[src/hdl/cvt_pkg.sv]
// Constants and carriers for the capture/compare value and trigger select block
package cvt_pkg;

   // ------------------------------------------------------------
   // Register map (byte addresses, one word each)
   // ------------------------------------------------------------
   localparam logic [3:0] CVT_ADDR_VLOW  = 4'h0;  // value_low_byte
   localparam logic [3:0] CVT_ADDR_VHIGH = 4'h4;  // value_high_byte
   localparam logic [3:0] CVT_ADDR_TRIG  = 4'h8;  // trigger_source_register
   localparam logic [3:0] CVT_ADDR_CTRL  = 4'hc;  // mode and alignment_format_bit
   localparam logic [3:0] CVT_ADDR_TBASE = 4'h0;  // timebase_select_register, word 4 (see below)
   localparam logic [4:0] CVT_WORD_TBASE = 5'h10; // timebase_select_register byte address
   localparam logic [4:0] CVT_WORD_STAT  = 5'h14; // status: compare match, capture seen

   // ------------------------------------------------------------
   // Reset values and field positions
   // ------------------------------------------------------------
   localparam logic [7:0] CVT_RST_BYTE  = 8'h00;  // value and select registers clear on any reset
   localparam logic [3:0] CVT_RST_TRIG  = 4'h0;
   localparam logic [1:0] CVT_RST_MODE  = 2'h0;
   localparam int         CVT_FMT_POS   = 2;      // alignment_format_bit in control word
   localparam int         CVT_NUM_UNITS = 4;      // units with own timebase code
   localparam logic [1:0] CVT_CODE_FOURTH = 2'h3; // code of the fourth 8-bit timer

   // ------------------------------------------------------------
   // Trigger source codes
   // ------------------------------------------------------------
   localparam logic [3:0] CVT_TRIG_PIN   = 4'h0;
   localparam logic [3:0] CVT_TRIG_CMP1  = 4'h1;
   localparam logic [3:0] CVT_TRIG_CMP6  = 4'h6;
   localparam logic [3:0] CVT_TRIG_LC1   = 4'h9;
   localparam logic [3:0] CVT_TRIG_LC4   = 4'hc;
   localparam logic [3:0] CVT_TRIG_PCHG  = 4'hd;

   // ------------------------------------------------------------
   // Types
   // ------------------------------------------------------------
   typedef enum logic [1:0] {
      CVT_MODE_OFF,
      CVT_MODE_CAPTURE,
      CVT_MODE_COMPARE,
      CVT_MODE_PWM
   } cvt_mode_type;

   typedef struct packed {
      logic [5:0] comparator_synced_output; // six comparator outputs
      logic [3:0] logic_cell_output;        // four logic-cell outputs
      logic       pin_change_event;
      logic       mapped_pin;               // pin from pin_mapping_select
   } cvt_trig_type;

   typedef struct packed {
      logic [7:0] t3;
      logic [7:0] t2;
      logic [7:0] t1;
      logic [7:0] t0;
   } cvt_timers_type;

endpackage

[src/hdl/cvt_value_trigger.sv]
// Value registers, capture trigger select and timebase select of one CCP unit
//
// Behaviour
// RULE_01: Capture loads timer bits into low/high bytes
// RULE_02: Compare mode compares value pair with timer
// RULE_03: Right-aligned width: low byte, high bits 1..0
// RULE_04: Left-aligned width bits 9..2 from high byte
// RULE_05: Left-aligned width bits 1..0 from low 7..6
// RULE_06: Four-bit field selects comparator, cell, pin-change
// RULE_07: Code zero uses the mapped input pin
// RULE_08: Trigger register upper nibble reads zero
// RULE_09: All value and select registers reset to zero
// RULE_10: Each unit has its own timebase code
// RULE_11: Any of four 8-bit timers usable for PWM
// RULE_12: Codes 00,01,10 timers one-three; 11 fourth/reserved
// RULE_13: Synchronous rising-edge capture loads both bytes together
`timescale 1ns/1ps
`default_nettype none
module cvt_value_trigger
   import cvt_pkg::*;
#(
   parameter bit FOURTH_TIMER = 1'b1  // fourth 8-bit timer present
) (
   input  wire logic           clk_i,
   input  wire logic           rst_n_i,
   input  wire logic [4:0]     avs_address_i,
   input  wire logic           avs_read_i,
   input  wire logic           avs_write_i,
   input  wire logic [31:0]    avs_writedata_i,
   input  wire logic [3:0]     avs_byteenable_i,
   output logic      [31:0]    avs_readdata_o,
   output logic                avs_waitrequest_o,
   input  wire logic [15:0]    sixteen_bit_timer_i,
   input  wire cvt_trig_type   trig_i,
   input  wire cvt_timers_type timers_i,
   output logic                compare_match_o,
   output logic                capture_event_o,
   output logic      [9:0]     pulse_width_value_o,
   output logic      [7:0]     pwm_timebase_o,
   output logic      [1:0]     pwm_mode_o
);

   // ------------------------------------------------------------
   // Register state
   // ------------------------------------------------------------
   logic [7:0]   vlow_r, vlow_nxt;         // value_low_byte
   logic [7:0]   vhigh_r, vhigh_nxt;       // value_high_byte
   logic [3:0]   trig_r, trig_nxt;         // trigger_source_register field
   cvt_mode_type mode_r, mode_nxt;         // operating mode
   logic         fmt_r, fmt_nxt;           // alignment_format_bit
   logic [7:0]   tbase_r, tbase_nxt;       // timebase_select_register
   logic         cap_seen_r, cap_seen_nxt; // sticky capture status
   logic [31:0]  rdata_r, rdata_nxt;       // registered read data
   logic         ack_r, ack_nxt;           // one wait cycle per access
   logic         wait_r, wait_nxt;         // waitrequest, high while idle
   logic         trig_d_r;                 // previous trigger level
   logic         match_r, match_nxt;       // compare match, one cycle late
   logic         cap_ev_r;                 // one-cycle capture pulse
   logic [9:0]   pw_r, pw_nxt;             // registered pulse width
   logic [7:0]   tb_r, tb_nxt;             // registered timebase value

   logic         trig_lvl;                 // selected trigger level
   logic         cap_fire;                 // capture this cycle
   logic         wr_hit;                   // write taken this edge

   // ------------------------------------------------------------
   // Decode helpers
   // ------------------------------------------------------------
   // Trigger source mux; reserved codes give no trigger
   function automatic logic trig_sel(input logic [3:0] code, input cvt_trig_type t);
      logic v;
      v = 1'b0;
      if (code == CVT_TRIG_PIN) begin
         v = t.mapped_pin;                                  // [RULE_07]
      end else if (code >= CVT_TRIG_CMP1 && code <= CVT_TRIG_CMP6) begin
         v = t.comparator_synced_output[3'(code - CVT_TRIG_CMP1)]; // [RULE_06]
      end else if (code >= CVT_TRIG_LC1 && code <= CVT_TRIG_LC4) begin
         v = t.logic_cell_output[2'(code - CVT_TRIG_LC1)];  // [RULE_06]
      end else if (code == CVT_TRIG_PCHG) begin
         v = t.pin_change_event;                            // [RULE_06]
      end
      return v;
   endfunction

   // Timer select by two-bit code; fourth code reserved when absent
   // Reserved code reads as a stopped timer, so PWM simply never counts
   function automatic logic [7:0] timer_sel(input logic [1:0] code, input cvt_timers_type tm);
      logic [7:0] v;
      v = 8'h00;
      unique case (code)
         2'h0: v = tm.t0;                                   // [RULE_12]
         2'h1: v = tm.t1;
         2'h2: v = tm.t2;
         2'h3: v = FOURTH_TIMER ? tm.t3 : 8'h00;            // [RULE_12]
      endcase
      return v;
   endfunction

   // ------------------------------------------------------------
   // Trigger selection and edge detection
   // ------------------------------------------------------------
   // Inputs are already synchronous; rising edge marks an event
   always_comb begin
      trig_lvl = trig_sel(trig_r, trig_i);
      cap_fire = (mode_r == CVT_MODE_CAPTURE) && trig_lvl && !trig_d_r; // [RULE_13]
      wr_hit   = avs_write_i && ack_r;
   end

   // ------------------------------------------------------------
   // Register file next state
   // ------------------------------------------------------------
   // Capture overrides a same-cycle software write to the value bytes,
   // so a hardware event is never lost.
   always_comb begin
      vlow_nxt     = vlow_r;
      vhigh_nxt    = vhigh_r;
      trig_nxt     = trig_r;
      mode_nxt     = mode_r;
      fmt_nxt      = fmt_r;
      tbase_nxt    = tbase_r;
      cap_seen_nxt = cap_seen_r;
      if (wr_hit && avs_byteenable_i[0]) begin
         unique case (avs_address_i)
            {1'b0, CVT_ADDR_VLOW}:  vlow_nxt  = avs_writedata_i[7:0];
            {1'b0, CVT_ADDR_VHIGH}: vhigh_nxt = avs_writedata_i[7:0];
            {1'b0, CVT_ADDR_TRIG}:  trig_nxt  = avs_writedata_i[3:0]; // [RULE_08]
            {1'b0, CVT_ADDR_CTRL}: begin
               mode_nxt = cvt_mode_type'(avs_writedata_i[1:0]);
               fmt_nxt  = avs_writedata_i[CVT_FMT_POS];
            end
            CVT_WORD_TBASE: tbase_nxt = avs_writedata_i[7:0];        // [RULE_10]
            CVT_WORD_STAT:  cap_seen_nxt = 1'b0;
            default: ;
         endcase
      end
      if (cap_fire) begin
         vlow_nxt     = sixteen_bit_timer_i[7:0];                    // [RULE_01] [RULE_13]
         vhigh_nxt    = sixteen_bit_timer_i[15:8];                   // [RULE_01] [RULE_13]
         cap_seen_nxt = 1'b1;
      end
   end

   // ------------------------------------------------------------
   // Bus answer: waitrequest high one cycle, then read data stands
   // ------------------------------------------------------------
   // Waitrequest has its own flop so the port leaves a register directly;
   // it must read high during reset, hence a reset value of one.
   always_comb begin
      ack_nxt   = (avs_read_i || avs_write_i) && !ack_r;
      wait_nxt  = !ack_nxt;
      rdata_nxt = rdata_r;
      if (avs_read_i && !ack_r) begin
         unique case (avs_address_i)
            {1'b0, CVT_ADDR_VLOW}:  rdata_nxt = {24'h0, vlow_r};
            {1'b0, CVT_ADDR_VHIGH}: rdata_nxt = {24'h0, vhigh_r};
            {1'b0, CVT_ADDR_TRIG}:  rdata_nxt = {28'h0, trig_r};     // [RULE_08]
            {1'b0, CVT_ADDR_CTRL}:  rdata_nxt = {29'h0, fmt_r, mode_r};
            CVT_WORD_TBASE:         rdata_nxt = {24'h0, tbase_r};
            CVT_WORD_STAT:          rdata_nxt = {30'h0, cap_seen_r, match_r};
            default:                rdata_nxt = 32'h0000_0000;
         endcase
      end
   end

   // ------------------------------------------------------------
   // Compare, pulse width and timebase outputs
   // ------------------------------------------------------------
   // Width and timebase are decoded every cycle; mode only gates the match
   always_comb begin
      match_nxt = (mode_r == CVT_MODE_COMPARE) &&
                  ({vhigh_r, vlow_r} == sixteen_bit_timer_i);        // [RULE_02]
      if (fmt_r) begin
         pw_nxt = {vhigh_r, vlow_r[7:6]};                             // [RULE_04] [RULE_05]
      end else begin
         pw_nxt = {vhigh_r[1:0], vlow_r};                             // [RULE_03]
      end
      tb_nxt = timer_sel(tbase_r[1:0], timers_i);                     // [RULE_11]
   end

   // ------------------------------------------------------------
   // State registers
   // ------------------------------------------------------------
   // One register bank for all state; every reset loads it alike,
   // so power-on and later resets need no separate handling.
   always_ff @(posedge clk_i or negedge rst_n_i) begin
      if (!rst_n_i) begin
         vlow_r     <= CVT_RST_BYTE;                                  // [RULE_09]
         vhigh_r    <= CVT_RST_BYTE;                                  // [RULE_09]
         trig_r     <= CVT_RST_TRIG;                                  // [RULE_09]
         mode_r     <= CVT_MODE_OFF;
         fmt_r      <= 1'b0;
         tbase_r    <= CVT_RST_BYTE;
         cap_seen_r <= 1'b0;
         rdata_r    <= 32'h0000_0000;
         ack_r      <= 1'b0;
         wait_r     <= 1'b1;
         trig_d_r   <= 1'b0;
         match_r    <= 1'b0;
         cap_ev_r   <= 1'b0;
         pw_r       <= 10'h000;
         tb_r       <= 8'h00;
      end else begin
         vlow_r     <= vlow_nxt;
         vhigh_r    <= vhigh_nxt;
         trig_r     <= trig_nxt;
         mode_r     <= mode_nxt;
         fmt_r      <= fmt_nxt;
         tbase_r    <= tbase_nxt;
         cap_seen_r <= cap_seen_nxt;
         rdata_r    <= rdata_nxt;
         ack_r      <= ack_nxt;
         wait_r     <= wait_nxt;
         trig_d_r   <= trig_lvl;
         match_r    <= match_nxt;
         cap_ev_r   <= cap_fire;
         pw_r       <= pw_nxt;
         tb_r       <= tb_nxt;
      end
   end

   // Every port is a plain copy of a flop; no gates after the registers
   assign avs_readdata_o      = rdata_r;
   assign avs_waitrequest_o   = wait_r;
   assign compare_match_o     = match_r;
   assign capture_event_o     = cap_ev_r;
   assign pulse_width_value_o = pw_r;
   assign pwm_timebase_o      = tb_r;
   assign pwm_mode_o          = mode_r;
endmodule
`default_nettype wire

[config.mk]
export PLATFORM = sky130hd
export DESIGN_NAME = cvt_value_trigger
export DESIGN_NICKNAME = d
export VERILOG_FILES = /design/src/hdl/cvt_pkg.sv /design/src/hdl/cvt_value_trigger.sv
export SDC_FILE = /design/constraint.sdc
export NUM_CORES = 1
export LEC_CHECK = 0
export BUFFER_PORTS_ARGS = -buffer_cell sky130_fd_sc_hd__buf_2
export CELL_PAD_IN_SITES_DETAIL_PLACEMENT = 0
export CELL_PAD_IN_SITES_GLOBAL_PLACEMENT = 1
export CORE_AREA = 2 2 98 100
export CTS_CLUSTER_DIAMETER = 100
export DETAILED_ROUTE_END_ITERATION = 16
export DIE_AREA = 0 0 100 102
export PLACE_DENSITY = 0.83
export SETUP_SLACK_MARGIN = 0.3
export SYNTH_ARGS = -nofsm -noshare
export SYNTH_HDL_FRONTEND = slang
export SYNTH_SLANG_ARGS = --single-unit
[constraint.sdc]
create_clock -name clk_i -period 4.03 [get_ports clk_i]
set_input_delay 0.806 -clock clk_i [delete_from_list [all_inputs] [get_ports clk_i]]
set_output_delay 0.806 -clock clk_i [all_outputs]
set_load 0.05 [all_outputs]
==> impl_results.md, run 1 <==
* Placement Rows at 35
* Critical-path top delay cell: a21oi_4
* Fin Clk Skew at 12.2 ps
* Final hold vios at 0
* Synth Cell Area at 3520 um2
* Post-CTS setup buffer count at 0
* Antenna diodes at 0
* Clock Path Buffers at 2
* CTS tree: built
* Data arrival time of the worst path at 3100 ps
* Post-Syn Area per Cell at 12.6 um2
* Met3 WL post-DR at 523 um
* Setup CP Type: reg2reg
* Crit path launch type: flip-flop
* WP buf/inv at 1
* Root buffer cell: clkbuf_8
* RSZ-0062 raised after global routing: false
* DRT iter0 DRCs at 144
* Global route overflow at 0
* Crit-path max FO at 18
* P_int at 1.47 mW
* Place WS at 1120 ps
* Pin count of the biggest net entering global routing at 37
* Relative slew slack at 22.1%
* Worst setup EP type: flip-flop
* Worst path cell trace: inv_1 > ha_1 > mux4_2 > a31oi_1 > o2111a_1 > a21o_1 > a21oi_4 > mux2_2
* Fin. max-slew vios at 0
* Reg clk slew, reported paths at 70 ps
* Final ANT Viol Nets at 0
* Ys Warns at 0
* Die Height at 102 um
* Number of antenna violations at the first check in global routing at 0
* Worst vdd ir at 0.398 mV
* PwrDens at 558 nW/um2
* Min cycle time layout at 2870 ps
* Share of layout cells above drive strength 1 at 50.6%
* Sequential area share after synthesis at 44.9%
* Net Switching at 904 uW
* #FFs+latches synth at 63
* Clock power frac at 23.1%
* Die Wd at 100 um
* Sequential cell fraction of total power at 40.4%
* Vias in the first global route at 2544
* Worst Max-Slew Pin Slew at 1140 ps
* Setup tns final at 0 ps
* Req. time, crit path at 4260 ps
* I/O Buffers at 108
* Comb power frac at 36.5%
* Core area at 9110 um2
* Synth-to-Final Area Change at 20.9%
* Final period utilization at 71.3%
* DRT Pass-1 Iters at 4
* Initial Util at 38.6%
* Final WL at 8.24 mm
* Unique masters post-synth at 41
* Sink Count at 63
* Die area at 10200 um2
* Vias/cell at 5.09
* Peak Freq at 348 MHz
* Dominant delay contributor by cell family on the critical path: compound AO/OA/AOI/OAI gates
* PostCTS Resize Cnt at 0
* Post-Syn Instances at 279
* Cts bufs inserted at 9
* Placer Congestion at 0.786
* Final Worst Setup Slack at 1160 ps
* DRT met1 WL at 3.68 mm
* Fill count at 862
* # H-tree levels at 3
* Wire per inst at 16.4 um
* Cts hold-fix bufs at 0
* Top Layer Used: met4
* Status: finished clean
* Metal2 WL at 3.89 mm
* Leak Pwr at 2.09 nW
* First-pass GRT wire length at 13.2 mm
* NumNets Final at 494
* Final setup vio count at 0
* Switching Fraction at 38.1%
* GRT Total Usage at 16.9%
* Clk Latency, worst-skew pair at 340 ps
* Vias at 2553
* DRC errors left at 0
* Worst hold path type: reg2reg
* I/O pins at 160
* Crit path largest cell delay at 610 ps
* Estimated wirelength of the detail-placed design at 6.25 mm
* Max-cap viol count at 0
## per-layer routing
layer | up-vias | global-route usage, %
met5 | - | 0
met4 | 0 | 6.95
met3 | 13 | 3.28
met2 | 101 | 27.0
met1 | 1254 | 22.7
li1 | 1185 | -
## layout by cell type, fill, tap and decap left out, drive strengths merged, types with 2 or more instances in the layout
| master | instances |
|---|---|
| buf | 110 |
| dfrtp | 62 |
| mux2 | 57 |
| conb | 24 |
| nand2 | 17 |
| o21ai | 13 |
| xor2 | 12 |
| mux4 | 12 |
| clkbuf | 11 |
| mux2i | 8 |
| a22o | 7 |
| inv | 5 |
| nand4 | 5 |
| nor2 | 5 |
| xnor2 | 4 |
| nor4 | 4 |
| nor3 | 4 |
| clkinv | 4 |
| or3 | 3 |
| nand3 | 3 |
| ha | 3 |
| a31oi | 2 |
| nand2b | 2 |
| a21oi | 2 |
## synth_stat cells
cell / number / area share [%]
o32ai_1: 1 / 0.25
o2111a_1: 1 / 0.32
buf_1: 2 / 0.21
nand3_1: 3 / 0.43
inv_1: 5 / 0.53
conb_1: 1 / 0.11
nand2_1: 17 / 1.8
mux2_2: 49 / 16
a21oi_4: 1 / 0.46
buf_4: 24 / 5.1
nor4_4: 1 / 0.60
a21oi_1: 1 / 0.14
nor4_1: 3 / 0.53
o21ai_0: 13 / 1.9
a2111oi_0: 1 / 0.25
nor3_1: 3 / 0.43
dfstp_2: 1 / 0.75
mux4_1: 1 / 0.75
or3_1: 3 / 0.53
nand4_1: 5 / 0.89
buf_12: 1 / 0.57
o211ai_1: 1 / 0.21
a31oi_1: 2 / 0.36
or2_2: 1 / 0.18
ha_1: 3 / 1.1
nand3b_1: 1 / 0.21
mux4_2: 11 / 7.0
a22o_1: 7 / 1.7
nor4b_1: 1 / 0.25
clkbuf_1: 10 / 1.1
xnor2_1: 4 / 1.0
nor2_1: 5 / 0.53
nand2b_1: 2 / 0.36
a32oi_1: 1 / 0.25
nor2b_1: 1 / 0.18
mux2_4: 8 / 3.4
xor2_1: 12 / 3.0
nor3_2: 1 / 0.28
dfrtp_1: 62 / 44
mux2i_1: 8 / 2.3
a21o_1: 1 / 0.21
## state kept, by name, summed over array words and instances (netlist names)
signal               count
compare_match_o          1
ack_r                    1
pwm_mode_o               2
fmt_r                    1
trig_d_r                 1
vlow_r                   8
pulse_width_value_o     10
vhigh_r                  8
avs_readdata_o           8
capture_event_o          1
avs_waitrequest_o        1
trig_r                   4
tbase_r                  8
cap_seen_r               1
pwm_timebase_o           8
## final cells by class
cell class / count / area (um2) / area share [%]
Inverter: 5 / 18.8 / 0.442
Clock buffer: 11 / 141 / 3.33
Tap cell: 111 / 139 / 3.27
Timing Repair Buffer: 110 / 556 / 13.1
Multi-Input combinational cell: 197 / 1760 / 41.4
Sequential cell: 63 / 1580 / 37.1
Clock inverter: 5 / 57.6 / 1.35
## power by group through the flow
stage	Clock, mW	Combinational [mW]	Sequential, mW
2_1_floorplan	0	0.472	1.15
3_3_place_gp	0	0.856	0.963
3_5_place_dp	0	0.868	0.966
4_1_cts	0.559	0.873	0.957
5_1_grt	0.590	0.929	0.982
6_report	0.548	0.866	0.957
## kinds of logic (layout without fill, tap and decap cells)
kind of cell	count (synthesis)	in the layout	share of synthesized area (%)
AO/OA/AOI/OAI	30	30	6.05
multiplexers	77	77	29.2
AND/OR/NAND/NOR	47	47	7.22
adder cells (fa/ha/maj)	3	3	1.07
flip-flops	63	63	44.9
buffers and inverters	42	131	7.51
other	1	24	0.107
XOR/XNOR	16	16	3.99
## through the flow
stage	hold WS, ps	power, mW	util, %	instances	cell area (um2)
after floorplan	469	1.62	-	302	3600
after global placement	458	1.82	44.5	486	4050
after detailed placement	477	1.83	44.5	486	4050
after CTS	490	2.39	46.7	502	4250
after global routing	523	2.50	46.7	502	4250
final	485	2.37	46.7	502	4250
## worst register-to-register path: stages (launching register included)
cell and delay [ps]:
dfrtp_1 500, inv_1 140, ha_1 370, mux4_2 250, a31oi_1 50, o2111a_1 230, a21o_1 190, a21oi_4 610
mux2_2 420
## path summary, 6_finish.rpt
kind | startpoint | endpoint | slack [ps] | cells after the start
max in group asynchronous | rst_n_i | avs_waitrequest_o$_DFF_PN1_ | 2690 | 2
min in group asynchronous | rst_n_i | vlow_r[7]$_DFFE_PN0P_ | 550 | 1
hold reg to reg | avs_readdata_o[2]$_DFFE_PN0P_ | avs_readdata_o[2]$_DFFE_PN0P_ | 480 | 2
hold / removal | avs_readdata_o[2]$_DFFE_PN0P_ | avs_readdata_o[2]$_DFFE_PN0P_ | 480 | 2
setup / recovery | trig_r[0]$_DFFE_PN0P_ | vhigh_r[6]$_DFFE_PN0P_ | 1160 | 8
setup reg to reg | trig_r[0]$_DFFE_PN0P_ | vhigh_r[6]$_DFFE_PN0P_ | 1160 | 8
No activity file was read; power rests on OpenSTA's default activity.
==> inputs of run 2 (changes only) <==
--- a/config.mk
+++ b/config.mk
@@ -8,11 +8,11 @@
 export BUFFER_PORTS_ARGS = -buffer_cell sky130_fd_sc_hd__buf_2
 export CELL_PAD_IN_SITES_DETAIL_PLACEMENT = 0
 export CELL_PAD_IN_SITES_GLOBAL_PLACEMENT = 1
-export CORE_AREA = 2 2 98 100
+export CORE_AREA = 2 2 108 110
 export CTS_CLUSTER_DIAMETER = 100
 export DETAILED_ROUTE_END_ITERATION = 16
-export DIE_AREA = 0 0 100 102
-export PLACE_DENSITY = 0.83
+export DIE_AREA = 0 0 110 112
+export PLACE_DENSITY = 0.73
 export SETUP_SLACK_MARGIN = 0.3
 export SYNTH_ARGS = -nofsm -noshare
 export SYNTH_HDL_FRONTEND = slang
==> constraint.sdc (replaced) <==
create_clock -name clk_i -period 2.5 [get_ports clk_i]
set_input_delay 0.5 -clock clk_i [delete_from_list [all_inputs] [get_ports clk_i]]
set_output_delay 0.5 -clock clk_i [all_outputs]
set_load 0.05 [all_outputs]
==> impl_results.md, run 2 (same netlist as run 1, synthesis figures left out) <==
* Final period utilization at 91.6% (+20 points)
* Clock power frac at 30.5% (+7.4 points)
* Estimated wirelength of the detail-placed design at 6.69 mm (+7.1%)
* WP buf/inv at 3 (+2)
* DRC errors left at 0 (unchanged)
* Max reg flops at 10 (unchanged)
* Final ANT Viol Nets at 0 (unchanged)
* Die area at 12300 um2 (+21%)
* Relative slew slack at 60.4% (+38 points)
* P_int at 2.82 mW (+92%)
* Comb power frac at 34.3% (-2.2 points)
* DRT Pass-1 Iters at 5 (+1)
* Final WL at 9.11 mm (+11%)
* Worst setup EP type: flip-flop
* RSZ-0062 raised after global routing: true
* Max-cap viol count at 0 (unchanged)
* Synth-to-Final Area Change at 33.8%
* Die Height at 112 um (+9.8%)
* Core area at 11200 um2 (+23%)
* Wire per inst at 16.3 um (-0.50%)
* Crit path largest cell delay at 440 ps (-170 ps)
* Cts bufs inserted at 9 (unchanged)
* Share of layout cells above drive strength 1 at 54.7% (+4.1 points)
* Net Switching at 1.56 mW (+73%)
* Global route overflow at 0 (unchanged)
* Final hold slack at 87.9 ps (-397 ps)
* Leak Pwr at 2.29 nW (+9.4%)
* I/O pins at 160 (unchanged)
* First-pass GRT wire length at 14.1 mm (+7.2%)
* Vias/cell at 4.69 (-7.8%)
* CTS tree: built
* Worst vdd ir at 0.395 mV (-0.70%)
* # H-tree levels at 3 (unchanged)
* GRT met2 Usage at 25.2% (-1.8 points)
* Initial Util at 31.5% (-7.1 points)
* Most Used Layer, Global Route: met2
* I/O Buffers at 108 (unchanged)
* Setup CP Type: reg2reg
* NumNets Final at 518 (+4.9%)
* Crit path launch type: flip-flop
* Min cycle time layout at 2290 ps (-583 ps)
* Sink Count at 63 (unchanged)
* Dominant delay contributor by cell family on the critical path: compound AO/OA/AOI/OAI gates
* Antenna diodes at 0 (unchanged)
* Final hold vios at 0 (unchanged)
* Critical-path top delay cell: dfrtp_2
* Worst path cell trace: inv_4 > ha_4 > mux4_2 > a31oi_1 > o2111a_1 > a21o_1 > a21oi_4 > buf_4 > buf_12 > mux2_2
* Switching Fraction at 35.7% (-2.5 points)
* Clk Latency, worst-skew pair at 340 ps (about the same)
* Reg clk slew, reported paths at 60 ps (about the same)
* Worst Max-Slew Pin Slew at 594 ps (-545 ps)
* PwrDens at 932 nW/um2 (+67%)
* Fin Clk Skew at 7.23 ps (-4.97 ps)
* Placer Congestion at 0.781 (-0.69%)
* Req. time, crit path at 2720 ps (-1540 ps)
* Vias in the first global route at 2711 (+6.6%)
* Final setup vio count at 0 (unchanged)
* Placement Rows at 39 (+11%)
* Peak Freq at 437 MHz (+25%)
* Die Wd at 110 um (+10%)
* Data arrival time of the worst path at 2510 ps (-590 ps)
* Setup tns final at 0 ps (unchanged)
* Fin. max-slew vios at 0 (unchanged)
* Most frequent cells in the layout: buf_2 (108), dfrtp_1 (61), mux2_2 (48)
* Sequential cell fraction of total power at 35.3% (-5.1 points)
* Pin count of the biggest net entering global routing at 30 (-19%)
* Vias at 2616 (+2.5%)
* Status: finished clean
* GRT Total Usage at 15.4% (-1.4 points)
* Total Power at 4.39 mW (+85%)
* Clock Path Buffers at 2 (unchanged)
* Commonest non-fill, non-tap cell in the layout: buf_2
* DRT iter0 DRCs at 96 (-33%)
* Met1 Track Usage GR at 18.9% (-3.8 points)
* Worst hold path type: in2async
* Crit-path max FO at 9 (-9)
* Number of antenna violations at the first check in global routing at 0 (unchanged)
* Final core utilization at 42.1% (-4.6 points)
* GR Layer Usage met3 at 4.22% (+0.93 points)
* Root buffer cell: clkbuf_16
run 2: path summary, 6_finish.rpt:
path                                               start                               end  slack [ps]  depth (start not counted)
max                                trig_r[0]$_DFFE_PN0P_             vlow_r[1]$_DFFE_PN0P_         210                         10
min                                              rst_n_i  pulse_width_value_o[9]$_DFF_PN0_          90                          1
max reg2reg                        trig_r[0]$_DFFE_PN0P_             vlow_r[1]$_DFFE_PN0P_         210                         10
min reg2reg                avs_readdata_o[2]$_DFFE_PN0P_     avs_readdata_o[2]$_DFFE_PN0P_         480                          2
max in group asynchronous                        rst_n_i            tbase_r[6]$_DFFE_PN0P_        1810                          2
min in group clk_i                sixteen_bit_timer_i[3]             vlow_r[3]$_DFFE_PN0P_         420                          2
run 2: per-layer routing:
layer	part of all wire, %	up-vias
met5	0	-
met3	7.2	16
met4	2.1	0
met1	42	1262
met2	49	102
li1	-	1236
run 2: metrics by stage:
| stage | instances | instance area, um2 | setup slack, ps |
|---|---|---|---|
| detailed placement | 526 | 4210 | 145 |
| finish | 558 | 4710 | 211 |
| CTS | 554 | 4680 | 233 |
| global route | 558 | 4710 | 145 |
| global placement | 526 | 4210 | 182 |
| floorplan | 302 | 3650 | 227 |
run 2: area by class of cell:
type | instances | area [um2]
multi-input combinational | 197 | 1780
clock buffer | 9 | 225
fill | 1064 | 6470
inverter | 5 | 21.3
clock inverter | 7 | 97.6
sequential | 63 | 1580
tap | 143 | 179
timing repair buffer | 134 | 821
run 2: what timing repair did:
item                       CTS  global route
hold buffers                 0             0
gates resized for setup      5             0
setup endpoints to repair   16            16
gates cloned                 2             0
pin swaps                    2             1
setup buffers               10             4
run 2: power groups by stage:
stage                     clock network (mW)  registers [mW]  logic (mW)
after floorplan                            0            1.86       0.775
after global placement                     0            1.55        1.42
after detailed placement                   0            1.57        1.43
after CTS                               1.37            1.55        1.50
after global routing                    1.41            1.59        1.61
final                                   1.34            1.55        1.50
